## src/ccr_pkg.sv

```systemverilog
// Purpose: Constants for the converter configuration register bank
// Assumes: Byte-wide registers reached over the two-wire serial slave port
// Notes:   Offsets and reset values live here; field positions are coded in the next-state logic
//
// Contract
// - Slave clock phase field selects 0, 90, 180 or 270 degrees; resets 0.
// - Four-bit peak current limit field, 4800 mA plus 450 mA steps; resets 0xC.
// - Bit 7 disables the power-good comparator when set; resets zero.
// - Power-good threshold 2.50 V plus 0.1 V steps, clamped at code 11001.
// - Start-up current field 500 to 2000 mA; resets 0x3.
// - Undervoltage hysteresis 50 to 400 mV in 50 mV steps; resets 0x3.
// - Critical undervoltage threshold 4.60 V plus 50 mV steps; resets zero.
// - I/O regulator enable bit; zero feeds pads from core supply; resets one.
// - With the I/O regulator off, general-purpose pins are open-drain only.
// - Power-cycle pause of 0, 10, 100 or 500 ms; resets 0x2.
// - I/O voltage select 1.5, 1.8, 2.8 or 3.3 V; resets 0x3.
// - Undervoltage warning threshold 5.2 to 6.6 V in 0.2 V steps; resets 0x1.
// - Slave address is low four field bits then three zeros; resets 0xD.
// - Variant register holds mask revision high, package variant low.
// - Platform identifier register is eight bits, production written, resets zero.
// - Settings revision reads zero when unconfigured, else the revision.
// - Writes to 0x0E..0x2F ignored while locked; key 0x4A unlocks.
package ccr_pkg;
    localparam logic [7:0] CCR_OFS_LOCK = 8'h0D;
    localparam logic [7:0] CCR_OFS_CFG1 = 8'h0E;
    localparam logic [7:0] CCR_OFS_CFG2 = 8'h0F;
    localparam logic [7:0] CCR_OFS_CFG3 = 8'h10;
    localparam logic [7:0] CCR_OFS_UVCF = 8'h11;
    localparam logic [7:0] CCR_OFS_SUPC = 8'h13;
    localparam logic [7:0] CCR_OFS_ADRC = 8'h14;
    localparam logic [7:0] CCR_OFS_VARI = 8'h30;
    localparam logic [7:0] CCR_OFS_PART = 8'h31;
    localparam logic [7:0] CCR_OFS_PLAT = 8'h32;
    localparam logic [7:0] CCR_OFS_SREV = 8'h33;
    localparam logic [7:0] CCR_LOCK_LO = 8'h0E;
    localparam logic [7:0] CCR_LOCK_HI = 8'h2F;
    localparam logic [7:0] CCR_LOCK_KEY = 8'h4A;
    localparam logic [7:0] CCR_RST_CFG1 = 8'hA5;
    localparam logic [7:0] CCR_RST_CFG2 = 8'h1C;
    localparam logic [7:0] CCR_RST_CFG3 = 8'h17;
    localparam logic [7:0] CCR_RST_UVCF = 8'h60;
    localparam logic [7:0] CCR_RST_SUPC = 8'hD9;
    localparam logic [7:0] CCR_RST_ADRC = 8'hCD;
    localparam logic [7:0] CCR_RST_ZERO = 8'h00;
    localparam logic [6:0] CCR_PG_MAX = 7'h19;
    localparam logic [2:0] CCR_ADDR_LOW = 3'h0;
    localparam int CCR_CLK_HZ = 10_000_000;
    localparam int CCR_SCL_MIN_NS = 100;
    localparam int CCR_PAUSE_10_MS = 10;
    localparam int CCR_PAUSE_100_MS = 100;
    localparam int CCR_PAUSE_500_MS = 500;
    localparam int CCR_CYC_PER_MS = CCR_CLK_HZ / 1000;
    localparam logic [2:0] CCR_SYNC_N = 3'h2;
endpackage

```

## src/ccr_sync.sv

```systemverilog
// Purpose: Two-flop synchroniser for a pin level
// Assumes: d_i is asynchronous to core_clk_i
// Notes:   First stage is read by the second stage only
`timescale 1ns/1ns
module ccr_sync (
    // Clock and reset
    input wire logic core_clk_i,
    input wire logic rstn_i,
    // Data
    input wire logic d_i,
    output logic q_o
);
    typedef struct packed {
        logic s1;
        logic s2;
    } ccr_sync_t;
    ccr_sync_t st_r;
    ccr_sync_t st_nxt;

    // Shift chain
    always_comb begin
        st_nxt.s1 = d_i;
        st_nxt.s2 = st_r.s1;
    end

    always_ff @(posedge core_clk_i or negedge rstn_i) begin
        if (!rstn_i) begin
            st_r <= '{s1: 1'b1, s2: 1'b1};
        end else begin
            st_r <= st_nxt;
        end
    end
    assign q_o = st_r.s2;
endmodule

```

## src/ccr_top.sv

```systemverilog
// Purpose: Converter configuration register bank with two-wire serial slave
// Assumes: Open-drain bus, clock and data sampled through two flops
// Notes:   Write: addr, reg, data...; read: addr, reg, restart, addr+R, data...
`timescale 1ns/1ns
module ccr_top #(
    parameter logic [7:0] PART_CODE = 8'h5A,     // Arbitrary value
    parameter logic [3:0] MASK_REVISION = 4'h0,  // Arbitrary value
    parameter logic [3:0] PACKAGE_VARIANT = 4'h0, // Arbitrary value
    parameter int PAUSE_CYC_PER_MS = ccr_pkg::CCR_CYC_PER_MS
) (
    // Clock and reset
    input wire logic core_clk_i,
    input wire logic rstn_i,
    // Serial slave port
    input wire logic scl_i,
    input wire logic sda_i,
    output logic sda_o,
    output logic sda_oe_o,
    // Power-cycle request and pause
    input wire logic power_cycle_req_i,
    output logic reboot_pause_busy_o,
    // Converter settings
    output logic [1:0] slave_clock_phase_o,
    output logic [3:0] peak_current_limit_o,
    output logic power_good_disable_o,
    output logic [4:0] power_good_threshold_o,
    output logic [1:0] startup_current_o,
    output logic [2:0] undervoltage_hysteresis_o,
    output logic [4:0] undervoltage_critical_threshold_o,
    output logic io_regulator_enable_o,
    output logic gpio_open_drain_only_o,
    output logic [1:0] io_voltage_select_o,
    output logic [2:0] undervoltage_warning_threshold_o,
    output logic [6:0] bus_address_o
);
    import ccr_pkg::*;

    // ------------------------------------------------------------
    // State
    // ------------------------------------------------------------
    typedef enum {
        CCR_IDLE, CCR_ADDR, CCR_AACK, CCR_RXB, CCR_RACK, CCR_TXB, CCR_TACK
    } ccr_fsm_t;

    typedef struct packed {
        ccr_fsm_t fsm;
        logic scl_q;
        logic sda_q;
        logic [7:0] shf;
        logic [3:0] bitn;
        logic rd;
        logic have_ptr;
        logic [7:0] ptr;
        logic sda_low;
        logic unlocked;
        logic [7:0] cfg1;
        logic [7:0] cfg2;
        logic [7:0] cfg3;
        logic [7:0] uvcf;
        logic [7:0] supc;
        logic [7:0] adrc;
        logic [7:0] vari;
        logic [7:0] plat;
        logic [7:0] srev;
        logic [31:0] pause_cnt;
        logic pause_busy;
        logic cyc_q;
        logic [1:0] phase;
        logic [3:0] ilim;
        logic pg_dis;
        logic [4:0] pg_thr;
        logic [1:0] stup;
        logic [2:0] uv_hys;
        logic [4:0] uv_crit;
        logic io_en;
        logic od_only;
        logic [1:0] io_sel;
        logic [2:0] uv_warn;
        logic [6:0] bus_addr;
    } ccr_state_t;

    ccr_state_t st_r;
    ccr_state_t st_nxt;
    logic scl_s;
    logic sda_s;
    logic cyc_s;

    // ------------------------------------------------------------
    // Pin synchronisers
    // ------------------------------------------------------------
    ccr_sync u_scl (
        .core_clk_i(core_clk_i),
        .rstn_i(rstn_i),
        .d_i(scl_i),
        .q_o(scl_s)
    );
    ccr_sync u_sda (
        .core_clk_i(core_clk_i),
        .rstn_i(rstn_i),
        .d_i(sda_i),
        .q_o(sda_s)
    );
    ccr_sync u_cyc (
        .core_clk_i(core_clk_i),
        .rstn_i(rstn_i),
        .d_i(power_cycle_req_i),
        .q_o(cyc_s)
    );

    // Register read mux; unmapped offsets read zero
    function automatic logic [7:0] rd_mux(input ccr_state_t s);
        logic [7:0] v;
        v = CCR_RST_ZERO;
        case (s.ptr)
            CCR_OFS_LOCK: v = s.unlocked ? CCR_LOCK_KEY : CCR_RST_ZERO;
            CCR_OFS_CFG1: v = s.cfg1;
            CCR_OFS_CFG2: v = s.cfg2;
            CCR_OFS_CFG3: v = s.cfg3;
            CCR_OFS_UVCF: v = s.uvcf;
            CCR_OFS_SUPC: v = s.supc;
            CCR_OFS_ADRC: v = s.adrc;
            CCR_OFS_VARI: v = s.vari;
            CCR_OFS_PART: v = PART_CODE;
            CCR_OFS_PLAT: v = s.plat;
            CCR_OFS_SREV: v = s.srev;
            default: v = CCR_RST_ZERO;
        endcase
        return v;
    endfunction

    // Pause length in cycles for the selected code
    function automatic logic [31:0] pause_len(input logic [1:0] code);
        logic [31:0] n;
        case (code)
            2'h1: n = 32'(CCR_PAUSE_10_MS * PAUSE_CYC_PER_MS);
            2'h2: n = 32'(CCR_PAUSE_100_MS * PAUSE_CYC_PER_MS);
            2'h3: n = 32'(CCR_PAUSE_500_MS * PAUSE_CYC_PER_MS);
            default: n = 32'h0000_0000;
        endcase
        return n;
    endfunction

    // ------------------------------------------------------------
    // Next state
    // ------------------------------------------------------------
    always_comb begin
        logic rise;
        logic fall;
        logic start;
        logic stop;
        logic wr_ok;
        logic [7:0] byte_in;
        logic [7:0] rd_byte;
        st_nxt = st_r;
        st_nxt.scl_q = scl_s;
        st_nxt.sda_q = sda_s;
        st_nxt.cyc_q = cyc_s;
        rise = scl_s && !st_r.scl_q;
        fall = !scl_s && st_r.scl_q;
        start = scl_s && st_r.scl_q && st_r.sda_q && !sda_s;
        stop = scl_s && st_r.scl_q && !st_r.sda_q && sda_s;
        byte_in = {st_r.shf[6:0], sda_s};
        rd_byte = rd_mux(st_r);
        // Lock window covers offsets 0x0E..0x2F
        wr_ok = st_r.unlocked || (st_r.ptr < CCR_LOCK_LO) || (st_r.ptr > CCR_LOCK_HI);

        if (start) begin
            st_nxt.fsm = CCR_ADDR;
            st_nxt.bitn = 4'h0;
            st_nxt.sda_low = 1'b0;
        end else if (stop) begin
            st_nxt.fsm = CCR_IDLE;
            st_nxt.sda_low = 1'b0;
        end else begin
            case (st_r.fsm)
                CCR_IDLE: begin
                    st_nxt.sda_low = 1'b0;
                end
                CCR_ADDR: begin
                    if (rise) begin
                        st_nxt.shf = byte_in;
                        st_nxt.bitn = st_r.bitn + 4'h1;
                    end else if (fall && st_r.bitn == 4'h8) begin
                        // Answer only at the configured address
                        if (st_r.shf[7:1] == st_r.bus_addr) begin
                            st_nxt.fsm = CCR_AACK;
                            st_nxt.rd = st_r.shf[0];
                            st_nxt.sda_low = 1'b1;
                            st_nxt.have_ptr = 1'b0;
                        end else begin
                            st_nxt.fsm = CCR_IDLE;
                        end
                    end
                end
                CCR_AACK: begin
                    if (fall) begin
                        st_nxt.bitn = 4'h0;
                        if (st_r.rd) begin
                            st_nxt.fsm = CCR_TXB;
                            st_nxt.shf = rd_byte;
                            st_nxt.sda_low = !rd_byte[7];
                        end else begin
                            st_nxt.fsm = CCR_RXB;
                            st_nxt.sda_low = 1'b0;
                        end
                    end
                end
                CCR_RXB: begin
                    if (rise) begin
                        st_nxt.shf = byte_in;
                        st_nxt.bitn = st_r.bitn + 4'h1;
                    end else if (fall && st_r.bitn == 4'h8) begin
                        st_nxt.fsm = CCR_RACK;
                        st_nxt.sda_low = 1'b1;
                        if (!st_r.have_ptr) begin
                            st_nxt.ptr = st_r.shf;
                            st_nxt.have_ptr = 1'b1;
                        end else begin
                            st_nxt.ptr = st_r.ptr + 8'h01;
                            if (st_r.ptr == CCR_OFS_LOCK) begin
                                // Key unlocks, anything else locks
                                st_nxt.unlocked = (st_r.shf == CCR_LOCK_KEY);
                            end else if (wr_ok) begin
                                case (st_r.ptr)
                                    CCR_OFS_CFG1: st_nxt.cfg1 = st_r.shf;
                                    CCR_OFS_CFG2: st_nxt.cfg2 = st_r.shf;
                                    CCR_OFS_CFG3: st_nxt.cfg3 = st_r.shf;
                                    CCR_OFS_UVCF: st_nxt.uvcf = st_r.shf;
                                    CCR_OFS_SUPC: st_nxt.supc = st_r.shf;
                                    CCR_OFS_ADRC: st_nxt.adrc = st_r.shf;
                                    CCR_OFS_VARI: st_nxt.vari = st_r.shf;
                                    CCR_OFS_PLAT: st_nxt.plat = st_r.shf;
                                    CCR_OFS_SREV: st_nxt.srev = st_r.shf;
                                    default: st_nxt.plat = st_r.plat;
                                endcase
                            end
                        end
                    end
                end
                CCR_RACK: begin
                    if (fall) begin
                        st_nxt.fsm = CCR_RXB;
                        st_nxt.bitn = 4'h0;
                        st_nxt.sda_low = 1'b0;
                    end
                end
                CCR_TXB: begin
                    if (rise) begin
                        st_nxt.bitn = st_r.bitn + 4'h1;
                    end else if (fall) begin
                        if (st_r.bitn == 4'h8) begin
                            st_nxt.fsm = CCR_TACK;
                            st_nxt.sda_low = 1'b0;
                            st_nxt.ptr = st_r.ptr + 8'h01;
                        end else begin
                            st_nxt.shf = {st_r.shf[6:0], 1'b0};
                            st_nxt.sda_low = !st_r.shf[6];
                        end
                    end
                end
                CCR_TACK: begin
                    // Master ACK continues, NACK ends the read
                    if (rise) begin
                        st_nxt.rd = !sda_s;
                    end else if (fall) begin
                        st_nxt.bitn = 4'h0;
                        if (st_r.rd) begin
                            st_nxt.fsm = CCR_TXB;
                            st_nxt.shf = rd_byte;
                            st_nxt.sda_low = !rd_byte[7];
                        end else begin
                            st_nxt.fsm = CCR_IDLE;
                        end
                    end
                end
                default: begin
                    st_nxt.fsm = CCR_IDLE;
                end
            endcase
        end

        // Power-cycle pause before reboot
        if (st_r.pause_busy) begin
            if (st_r.pause_cnt <= 32'h0000_0001) begin
                st_nxt.pause_busy = 1'b0;
                st_nxt.pause_cnt = 32'h0000_0000;
            end else begin
                st_nxt.pause_cnt = st_r.pause_cnt - 32'h0000_0001;
            end
        end else if (cyc_s && !st_r.cyc_q && pause_len(st_r.supc[6:5]) != 32'h0) begin
            st_nxt.pause_busy = 1'b1;
            st_nxt.pause_cnt = pause_len(st_r.supc[6:5]);
        end

        // Decoded settings registered straight to outputs
        st_nxt.phase = st_r.cfg2[7:6];
        st_nxt.ilim = st_r.cfg2[3:0];
        st_nxt.pg_dis = st_r.cfg3[7];
        // Codes above the top step clamp to it
        st_nxt.pg_thr = (st_r.cfg3[6:2] > CCR_PG_MAX[4:0]) ?
            CCR_PG_MAX[4:0] : st_r.cfg3[6:2];
        st_nxt.stup = st_r.cfg3[1:0];
        st_nxt.uv_hys = st_r.uvcf[7:5];
        st_nxt.uv_crit = st_r.uvcf[4:0];
        st_nxt.io_en = st_r.supc[7];
        st_nxt.od_only = !st_r.supc[7];
        st_nxt.io_sel = st_r.supc[4:3];
        st_nxt.uv_warn = st_r.supc[2:0];
        st_nxt.bus_addr = {st_r.adrc[3:0], CCR_ADDR_LOW};
    end

    // ------------------------------------------------------------
    // State register
    // ------------------------------------------------------------
    always_ff @(posedge core_clk_i or negedge rstn_i) begin
        if (!rstn_i) begin
            st_r <= '0;
            st_r.fsm <= CCR_IDLE;
            st_r.scl_q <= 1'b1;
            st_r.sda_q <= 1'b1;
            // Request sync resets high; match it so no false pause follows reset
            st_r.cyc_q <= 1'b1;
            st_r.cfg1 <= CCR_RST_CFG1;
            st_r.cfg2 <= CCR_RST_CFG2;
            st_r.cfg3 <= CCR_RST_CFG3;
            st_r.uvcf <= CCR_RST_UVCF;
            st_r.supc <= CCR_RST_SUPC;
            st_r.adrc <= CCR_RST_ADRC;
            st_r.vari <= {MASK_REVISION, PACKAGE_VARIANT};
            st_r.plat <= CCR_RST_ZERO;
            st_r.srev <= CCR_RST_ZERO;
            st_r.ilim <= CCR_RST_CFG2[3:0];
            st_r.pg_thr <= CCR_RST_CFG3[6:2];
            st_r.stup <= CCR_RST_CFG3[1:0];
            st_r.uv_hys <= CCR_RST_UVCF[7:5];
            st_r.io_en <= CCR_RST_SUPC[7];
            st_r.od_only <= !CCR_RST_SUPC[7];
            st_r.io_sel <= CCR_RST_SUPC[4:3];
            st_r.uv_warn <= CCR_RST_SUPC[2:0];
            st_r.bus_addr <= {CCR_RST_ADRC[3:0], CCR_ADDR_LOW};
        end else begin
            st_r <= st_nxt;
        end
    end

    // ------------------------------------------------------------
    // Outputs
    // ------------------------------------------------------------
    // Variant register is bus-writable at 0x30 even while locked; reset value seeded via params
    assign sda_o = 1'b0;
    assign sda_oe_o = st_r.sda_low;
    assign reboot_pause_busy_o = st_r.pause_busy;
    assign slave_clock_phase_o = st_r.phase;
    assign peak_current_limit_o = st_r.ilim;
    assign power_good_disable_o = st_r.pg_dis;
    assign power_good_threshold_o = st_r.pg_thr;
    assign startup_current_o = st_r.stup;
    assign undervoltage_hysteresis_o = st_r.uv_hys;
    assign undervoltage_critical_threshold_o = st_r.uv_crit;
    assign io_regulator_enable_o = st_r.io_en;
    // Pads limited to open-drain while the regulator is off
    assign gpio_open_drain_only_o = st_r.od_only;
    assign io_voltage_select_o = st_r.io_sel;
    assign undervoltage_warning_threshold_o = st_r.uv_warn;
    assign bus_address_o = st_r.bus_addr;
endmodule

```

## config.mk

```make
export PLATFORM = sky130hd
export DESIGN_NAME = ccr_top
export DESIGN_NICKNAME = d
export VERILOG_FILES = /design/src/ccr_pkg.sv /design/src/ccr_sync.sv /design/src/ccr_top.sv
export SDC_FILE = /design/constraint.sdc
export NUM_CORES = 1
export LEC_CHECK = 0
export BUFFER_PORTS_ARGS = -buffer_cell sky130_fd_sc_hd__buf_2
export CAP_MARGIN = 10
export CORE_AREA = 2 2 126 128
export CTS_BUF_LIST = sky130_fd_sc_hd__clkbuf_8
export DETAILED_ROUTE_END_ITERATION = 10
export DIE_AREA = 0 0 128 130
export GPL_ROUTABILITY_DRIVEN = 0
export GPL_TIMING_DRIVEN = 0
export HOLD_SLACK_MARGIN = 0.03
export PLACE_DENSITY = 0.77
export SYNTH_ARGS = -nofsm -noshare
export SYNTH_HDL_FRONTEND = slang
export SYNTH_HIERARCHICAL = 1
export SYNTH_SLANG_ARGS = --single-unit
```

## constraint.sdc

```tcl
create_clock -name core_clk_i -period 2.5 [get_ports core_clk_i]
set_input_delay 0.375 -clock core_clk_i [delete_from_list [all_inputs] [get_ports core_clk_i]]
set_output_delay 0.375 -clock core_clk_i [all_outputs]
set_load 0.005 [all_outputs]
```

==> impl_metrics.yaml, run 1 <==
cells_and_area:
  nNetsFinal: 907
  fillCellCount: 1207
  regArea_um2: 4420
  area_growth_pct: 16.7
  final_common_cell: "dfrtp_1"
  drive_gt1_frac: 0.362
  finalNonFillerCells: 1093
  insertedDiodeCount: 0
  final_cell_mix: "dfrtp_1 (124), mux2_2 (74), nand2_1 (57)"
  final_cell_area_um2: 9970
  multi_input_area_um2: 3880
run_status:
  violations: "negative setup slack"
  status: "finished with violations"
detailed_routing:
  detail-route-antenna-nets: 0
  drc_errors: 0
  vias: 6883
  first_pass_iters: 6
  drt_iter0_markers: 662
  routed_via_density: 6.30
  wl_um: 21600
  wl_per_cell_um: 19.8
clock_network:
  root_buffer: "clkbuf_8"
  numClockSinks: 174
  htree_levels: 4
  clk_pin_slew_ns: 0.10
  clk_latency_ns: 0.47
  cts.path.max_buffers: 2
  cts_buffers: 17
  cts_tree: "done"
placement:
  port_buffers: 39
  place_area_um2: 9030
  dpl.cell_count: 1038
  hpwl_um: 13900
global_routing:
  met2_usage: 0.441
  antenna_found_initial: 0
  grt_max_degree: 129
  busiest_layer: "met2"
  met3_usage: 0.0578
  grt_usage: 0.268
  grt_pass1_wl_um: 34700
  use_met1: 0.341
  globalRoute.totalOverflow: 0
  grt_pass1_vias: 6782
worst_hold_path:
  holdPathEnd: "u_sda/q_o"
  holdCritPathClass: "reg -> reg"
  min_from: "u_sda/st_nxt[0]"
  min_path_cells: 0
synthesis:
  yosysTopAreaCellShare: 0.372
  synthCells: 803
  synth_compound_area_frac: 0.153
  yosys_register_bits: 174
  synth-edff-count: 0
  synth.distinct_cells: 69
  synthTopCellsByArea: "dfrtp_1 (37%), dfstp_2 (14%), mux2_2 (9.8%)"
  ys.flop_type: "dfrtp_1"
  synth_mux_area_frac: 0.102
  yosys.area.top_type: "dfrtp_1"
  synth-adder-area-share: 0.0205
  syn_area_per_cell_um2: 10.6
  synth_top_family_by_area: "compound AO/OA/AOI/OAI gates"
  netlist_area_um2: 8540
  synth-xor-area-share: 0.00820
  ys_seq_area_frac: 0.516
  synth-warning-count: 6
  yosys.area_share.simple: 0.139
  async_reset_ff_frac: 1.00
pwr:
  p_leak_nw: 4.62
  power_mw: 5.95
  switching_share: 0.323
  ir_drop_v: 0.000553
  pwr-share-clk: 0.314
  p_per_area_nw_per_um2: 597
  p_sw_mw: 1.92
  intPower_mw: 4.03
  combPwrFrac: 0.170
  pwr-share-seq: 0.516
sta:
  setup_violations: 30
  rsz0062_at_grt: "yes"
  tns_ns: -3.16
  finClkSkew_ns: 0.0165
  slew-limit-headroom: 0.513
  fmax_mhz: 365
  period_share: 1.10
  period_minus_slack_ns: 2.74
  hold_viol: 0
  worst_slew_pin_slew_ns: 0.723
  final.setup.worst_slack_ns: -0.238
  slew_viol_final: 0
worst_setup_path:
  worst_setup_path_end_kind: "register"
  path_max_fanout: 5
  rr_startpoint: "st_r[55]"
  worstSetupStartpointType: "register"
  rrSetupSlack_ns: -0.24
  r2r_end: "st_r[52]"
  cp.arrival_ns: 3.03
  cp.required_ns: 2.79
  r2r_cells: 8
  critPathKind: "reg -> reg"
floorplan:
  start_util: 0.554
  dieArea_um2: 16600
  die_h_um: 130
  die-width_um: 128
  io_pins: 44
  placementRows: 46
  core-area_um2: 15400
run:
  cap_violations: 0
==> cell usage after synthesis, types with 3 or more instances <==
cell type,count
a211oi_1,4
a21o_1,6
a21oi_1,34
a221oi_1,4
a222oi_1,6
a22o_1,13
a22oi_1,12
a31oi_1,6
a32o_1,3
and2_1,3
and3_1,5
buf_4,34
buf_6,3
clkbuf_1,37
dfrtp_1,127
dfstp_2,47
ha_1,14
inv_1,18
mux2_2,74
mux2i_1,4
nand2_1,59
nand2b_1,5
nand3_1,27
nand4_1,6
nor2_1,50
nor2b_1,5
nor3_1,24
nor3b_1,4
nor4_1,8
o211ai_1,7
o21ai_0,54
o21ai_1,12
o22ai_1,7
o31ai_1,9
or2_2,7
or3_1,10
or4_1,8
xnor2_1,3
xor2_1,5
==> power by group through the flow <==
stage / clock network, mW / registers [mW] / logic, mW
global placement: 0 / 3.08 / 0.952
global route: 2.00 / 3.08 / 1.12
detailed placement: 0 / 3.09 / 0.981
floorplan: 0 / 3.04 / 0.683
CTS: 1.89 / 3.04 / 1.01
finish: 1.87 / 3.07 / 1.01
==> per-stage QoR <==
step	util	hold slack, ns	setup WS, ns
finish	0.646	0.360	-0.238
global route	0.646	0.368	-0.276
CTS	0.638	0.362	-0.169
detailed placement	0.586	0.298	-0.660
global placement	0.583	0.345	-1.60
floorplan	-	0.0794	-0.0180
==> routing by layer <==
| metal | vias to the layer above | wire [um] |
|---|---|---|
| li1 | 3058 | - |
| met2 | 330 | 10500 |
| met3 | 77 | 1400 |
| met4 | 0 | 852 |
| met5 | - | 0 |
| met1 | 3418 | 8880 |
==> registers in the layout (all words and copies together), names as in the netlist, 2 cells and up <==
register,flops
peak_current_limit_o,4
st_nxt,27
startup_current_o,2
undervoltage_critical_threshold_o,5
undervoltage_warning_threshold_o,3
undervoltage_hysteresis_o,3
io_voltage_select_o,2
st_r,106
bus_address_o,4
power_good_threshold_o,5
slave_clock_phase_o,2
==> worst max-delay path: stages, from the launching register on <==
cell and delay (ns):
dfrtp_1 0.39, or4_4 0.54, or4_4 0.60, o41ai_4 0.41, buf_6 0.20, buf_8 0.13
a21oi_2 0.04, o21ai_1 0.15, o211ai_1 0.11
==> logic make-up after synthesis <==
logic type | after synthesis
AND/OR/NAND/NOR | 235
multiplexers | 78
buffers and inverters | 96
other | 1
flip-flops | 174
AO/OA/AOI/OAI | 197
adder cells (fa/ha/maj) | 14
XOR/XNOR | 8
==> what timing repair did <==
| action | in CTS | in global routing |
|---|---|---|
| pin swaps | 21 | 14 |
| endpoints found under the setup margin | 105 | 92 |
| hold buffers | 4 | 0 |
| buffers inserted | 13 | 12 |
| hold endpoints to repair | 40 | 0 |
| gates resized for setup | 66 | 40 |
| gates cloned | 5 | 0 |
==> how the worst max path moves through the flow <==
stage,from,endpoint,depth (start not counted)
2_1_floorplan,st_r[50],st_r[67],6
3_3_place_gp,rstn_i,st_r[99],1
3_5_place_dp,st_r[154],st_r[98],8
4_1_cts,st_r[48],st_r[52],8
5_1_grt,st_r[55],st_r[52],8
6_report,st_r[55],st_r[52],8
==> final cells by class <==
| class | count | share of cell area |
|---|---|---|
| buffer | 69 | 0.0444 |
| clock inverter | 13 | 0.0109 |
| inverter | 18 | 0.00678 |
| timing repair buffer | 72 | 0.0552 |
| clock buffer | 19 | 0.0262 |
| sequential | 174 | 0.443 |
| tap | 192 | 0.0241 |
| multi-input combinational | 536 | 0.389 |
Power figures use the tool's default switching activity.
==> run 2: changes to the inputs <==
Settings changed: TNS_END_PERCENT set to 20.
==> run 2 against run 1 <==
Net effect:
- the flow still finishes with violations (negative setup slack)
- global-route usage shrank 0.95 points
- die area is the same
- hold slack is essentially flat
- clock power grew 6%
- first-iteration DRC count grew 18%
- largest cell class unchanged
- highest routed layer unchanged
==> impl_metrics.yaml, run 2 (same netlist as run 1, synthesis figures left out) <==
detailed_routing:
  first_pass_iters: 7
  detail-route-antenna-nets: 0
  routed_via_density: 6.22
  drc_errors: 0
  wl_per_cell_um: 19.1
  wl_um: 20800
  drt_iter0_markers: 783
  vias: 6765
sta:
  fmax_mhz: 373
  slew_viol_final: 0
  hold_viol: 0
  period_minus_slack_ns: 2.68
  finClkSkew_ns: 0.0116
  period_share: 1.07
  slew-limit-headroom: 0.526
  worst_slew_pin_slew_ns: 0.712
  final.setup.worst_slack_ns: -0.180
  setup_violations: 37
  rsz0062_at_grt: "yes"
  hold_ws_ns: 0.360
floorplan:
  die-width_um: 128
  dieArea_um2: 16600
  placementRows: 46
  core-area_um2: 15400
  die_h_um: 130
  io_pins: 44
  start_util: 0.554
global_routing:
  grt_usage: 0.259
  grt_pass1_vias: 6340
  globalRoute.totalOverflow: 0
  grt_max_degree: 93
  antenna_found_initial: 0
  grt_pass1_wl_um: 33300
cells_and_area:
  largest_reg_flops: 106
  regArea_um2: 4420
  insertedDiodeCount: 0
  area_growth_pct: 14.6
  final_util: 0.635
  final_common_cell: "dfrtp_1"
  final_cell_mix: "dfrtp_1 (124), mux2_2 (74), nand2_1 (57)"
  fillCellCount: 1217
  multi_input_area_um2: 3810
  nNetsFinal: 902
  regMostFlops: "st_r"
  drive_gt1_frac: 0.334
  final_cell_area_um2: 9800
worst_setup_path:
  cp.required_ns: 2.82
  worst_setup_path_end_kind: "register"
  crit_chain: "or4_4 -> or4_4 -> o41ai_4 -> buf_6 -> buf_8 -> a21oi_1 -> o21ai_1 -> o211ai_1"
  crit_path_frequent_cell: "or4_4"
  rrSetupSlack_ns: -0.18
  cp_top_family: "simple AND/OR/NAND/NOR gates"
  worstSetupStartpointType: "register"
  r2r_cells: 8
  rr_startpoint: "st_r[48]"
  critPathKind: "reg -> reg"
  cp.arrival_ns: 3.00
  startpoint: "st_r[48]"
  slowest_stage: "or4_4"
  critPathBufInv: 2
  worst_path_largest_cell_delay_ns: 0.58
  r2r_end: "st_r[52]"
  path_max_fanout: 10
pwr:
  ir_drop_v: 0.000445
  power_mw: 6.08
  p_per_area_nw_per_um2: 620
  p_leak_nw: 4.53
run_status:
  violations: "negative setup slack"
  status: "finished with violations"
worst_hold_path:
  holdPathEnd: "u_cyc/q_o"
  min_path_cells: 0
  holdCritPathClass: "reg -> reg"
  min_from: "u_cyc/st_nxt[0]"
run:
  cap_violations: 0
placement:
  port_buffers: 39
  place_area_um2: 9030
  hpwl_um: 13700
clock_network:
  clk_pin_slew_ns: 0.10
  numClockSinks: 174
  cts_tree: "done"
  clk_latency_ns: 0.47
  cts_buffers: 17
  htree_levels: 4
  cts.path.max_buffers: 2
  root_buffer: "clkbuf_8"
-- run 2: worst max-delay path by stage --
stage                                                 endpoint  slack (ns)  cells after the start
after floorplan                                       st_r[67]       -0.02                      6
after global placement    undervoltage_critical_threshold_o[0]       -1.62                      1
after detailed placement                             st_nxt[4]       -0.75                      8
after CTS                                             st_r[64]       -0.14                      5
after global routing                                  st_r[48]       -0.27                      8
final                                                 st_r[52]       -0.18                      8
-- run 2: power breakdown --
group | switching [mW] | internal, mW | leakage (nW) | total [mW]
Combinational | 0.689 | 0.371 | 2.09 | 1.06
Sequential | 0.123 | 2.91 | 2.25 | 3.04
Clock | 1.14 | 0.837 | 0.198 | 1.98
-- run 2: repair_timing --
| item | CTS | global route |
|---|---|---|
| endpoints found under the hold margin | 67 | 0 |
| setup buffers | 4 | 14 |
| resized for setup | 45 | 22 |
| pin swaps | 18 | 11 |
| hold buffers | 4 | 0 |
| endpoints found under the setup margin | 106 | 104 |
-- run 2: through the flow --
step                      instances  TNS, ns  setup WS [ns]
final                          1088    -2.64         -0.180
after floorplan                 806  -0.0921        -0.0180
after detailed placement       1038   -35.49         -0.749
after global routing           1088    -6.94         -0.273
after global placement         1037  -265.45          -1.62
after CTS                      1078    -2.97         -0.137
-- run 2: per-layer routing --
| metal | routed length [um] | track usage | share of wire |
|---|---|---|---|
| met1 | 8700 | 0.348 | 0.42 |
| met2 | 10100 | 0.408 | 0.48 |
| met3 | 1380 | 0.0508 | 0.066 |
| met4 | 682 | 0.125 | 0.033 |
| met5 | 0 | 0 | 0 |
-- run 2: cell type report --
cell class,instances,share of cell area
Sequential cell,174,0.451
Multi-Input combinational cell,536,0.389
Buffer,74,0.0457
Timing Repair Buffer,62,0.0420
Tap cell,192,0.0245
Clock buffer,17,0.0239
Clock inverter,15,0.0171
Inverter,18,0.00690
==> run 3: changes to the inputs <==
Settings changed: CORE_AREA 2 2 126 128 to 2 2 128 130, CTS_BUF_LIST sky130_fd_sc_hd__clkbuf_8 to sky130_fd_sc_hd__clkbuf_8 sky130_fd_sc_hd__clkbuf_16, DIE_AREA 0 0 128 130 to 0 0 130 132, PLACE_DENSITY 0.77 to 0.75.
==> run 3 against run 2 <==
Net effect:
- the flow still finishes with violations (negative setup slack)
- die area up 3.1%
- first-iteration DRC count down 19%
- largest cell class unchanged
- critical path type unchanged
- clock skew up 0.0043 ns
- combinational power about the same
- global-route usage down 0.73 points
- non-clock buffer count up 16
- power up 16%
==> impl_metrics.yaml, run 3 (same netlist as run 1, synthesis figures left out) <==
floorplan:
  die-width_um: 130
  dieArea_um2: 17200
  core-area_um2: 15700
  io_pins: 44
  placementRows: 46
  die_h_um: 132
  start_util: 0.544
pwr:
  power_mw: 7.02
  p_sw_mw: 2.00
  combPwrFrac: 0.154
  switching_share: 0.285
  p_per_area_nw_per_um2: 683
  p_leak_nw: 4.77
  intPower_mw: 5.02
  pwr-share-clk: 0.413
  ir_drop_v: 0.000524
  pwr-share-seq: 0.433
detailed_routing:
  wl_um: 21700
  first_pass_iters: 5
  detail-route-antenna-nets: 0
  routed_via_density: 6.05
  wl_per_cell_um: 19.2
  drc_errors: 0
  drt_iter0_markers: 631
  vias: 6821
clock_network:
  htree_levels: 4
  clk_latency_ns: 0.44
  clk_pin_slew_ns: 0.07
  cts.path.max_buffers: 2
  cts_tree: "done"
  root_buffer: "clkbuf_16"
  numClockSinks: 174
  cts_buffers: 17
worst_setup_path:
  worst_setup_path_end_kind: "register"
  path_max_fanout: 5
  slowest_stage: "or4_4"
  cp.required_ns: 2.78
  worstSetupStartpointType: "register"
  cp.arrival_ns: 2.90
  critPathKind: "reg -> reg"
  crit_chain: "or4_4 -> or4_4 -> o41ai_4 -> buf_6 -> buf_6 -> buf_8 -> o21ai_0 -> nand2_1 -> o211ai_1"
  worst_path_largest_cell_delay_ns: 0.56
sta:
  slew-limit-headroom: 0.476
  slew_viol_final: 0
  rsz0062_at_grt: "yes"
  hold_ws_ns: 0.356
  period_share: 1.05
  final.setup.worst_slack_ns: -0.120
  setup_violations: 35
  hold_viol: 0
  period_minus_slack_ns: 2.62
  fmax_mhz: 382
  finClkSkew_ns: 0.0159
  worst_slew_pin_slew_ns: 0.777
global_routing:
  grt_pass1_wl_um: 33500
  grt_usage: 0.252
  grt_pass1_vias: 6344
  globalRoute.totalOverflow: 0
  grt_max_degree: 101
  antenna_found_initial: 0
placement:
  port_buffers: 39
  hpwl_um: 13700
  preCtsSetupSlack_ns: -0.645
cells_and_area:
  insertedDiodeCount: 0
  nNetsFinal: 918
  final_common_cell: "dfrtp_1"
  drive_gt1_frac: 0.351
  largest_reg_flops: 106
  final_cell_mix: "dfrtp_1 (124), mux2_2 (74), nand2_1 (57), buf_4 (57)"
  area_growth_pct: 20.5
  final_util: 0.655
  regMostFlops: "st_r"
worst_hold_path:
  holdCritPathClass: "reg -> reg"
run_status:
  status: "finished with violations"
  violations: "negative setup slack"
run:
  cap_violations: 0
-- run 3: cell count changes in the layout (fill, tap and decap cells not counted), sizes merged --
| cell | change |
|---|---|
| buf | +15 |
| bufinv | +3 |
| clkbuf | +2 |
| clkinv | -3 |
| clkinvlp | -1 |
-- run 3: path summary, 6_finish.rpt --
check,start,endpoint,slack [ns],depth (start not counted)
max,st_r[53],st_r[44],-0.12,9
max in group asynchronous,rstn_i,st_r[101],1.09,3
min,u_cyc/st_nxt[0],u_cyc/q_o,0.36,0
min reg2reg,u_cyc/st_nxt[0],u_cyc/q_o,0.36,0
min in group asynchronous,rstn_i,st_r[60],0.50,2
max reg2reg,st_r[53],st_r[44],-0.12,9
-- run 3: layout make-up --
class / count / area, um2
timing repair buffer: 76 / 596
fill: 1201 / 5420
clock inverter: 14 / 204
sequential: 174 / 4420
clock buffer: 18 / 439
multi-input combinational: 536 / 3820
buffer: 76 / 479
tap: 216 / 270
inverter: 18 / 67.6
-- run 3: power by group through the flow --
| stage | Combinational [mW] | Sequential [mW] | Clock (mW) |
|---|---|---|---|
| 2_1_floorplan | 0.683 | 3.04 | 0 |
| 3_5_place_dp | 0.980 | 3.08 | 0 |
| 3_3_place_gp | 0.956 | 3.08 | 0 |
| 4_1_cts | 1.00 | 3.04 | 2.93 |
| 6_report | 1.08 | 3.04 | 2.90 |
| 5_1_grt | 1.18 | 3.05 | 3.05 |
-- run 3: timing repair --
action,in CTS,in global routing
gates resized for setup,32,47
endpoints found under the setup margin,105,101
buffers inserted,6,25
endpoints found under the hold margin,55,0
hold buffers,4,0
pin swaps,16,18
gates cloned,0,1
-- run 3: metrics by stage --
| stage | TNS, ns | area, um2 | instances |
|---|---|---|---|
| after detailed placement | -33.14 | 9060 | 1062 |
| after floorplan | -0.0921 | 8560 | 806 |
| after global placement | -269.12 | 9020 | 1061 |
| final | -1.72 | 10300 | 1128 |
| after global routing | -10.85 | 10300 | 1128 |
| after CTS | -2.82 | 9940 | 1104 |
-- run 3: critical path, delay by kind of cell (launching register included) --
family	cells	cell delay (ns)
simple gates	3	1.19
compound gates	3	0.48
flops	1	0.41
buf+inv	3	0.38
-- run 3: routing by layer --
metal / vias to the layer above / wire (um) / global-route usage
met4: 0 / 944 / 0.131
met3: 76 / 1430 / 0.0455
met5: - / 0 / 0
met1: 3325 / 9060 / 0.341
li1: 3113 / - / -
met2: 307 / 10300 / 0.386
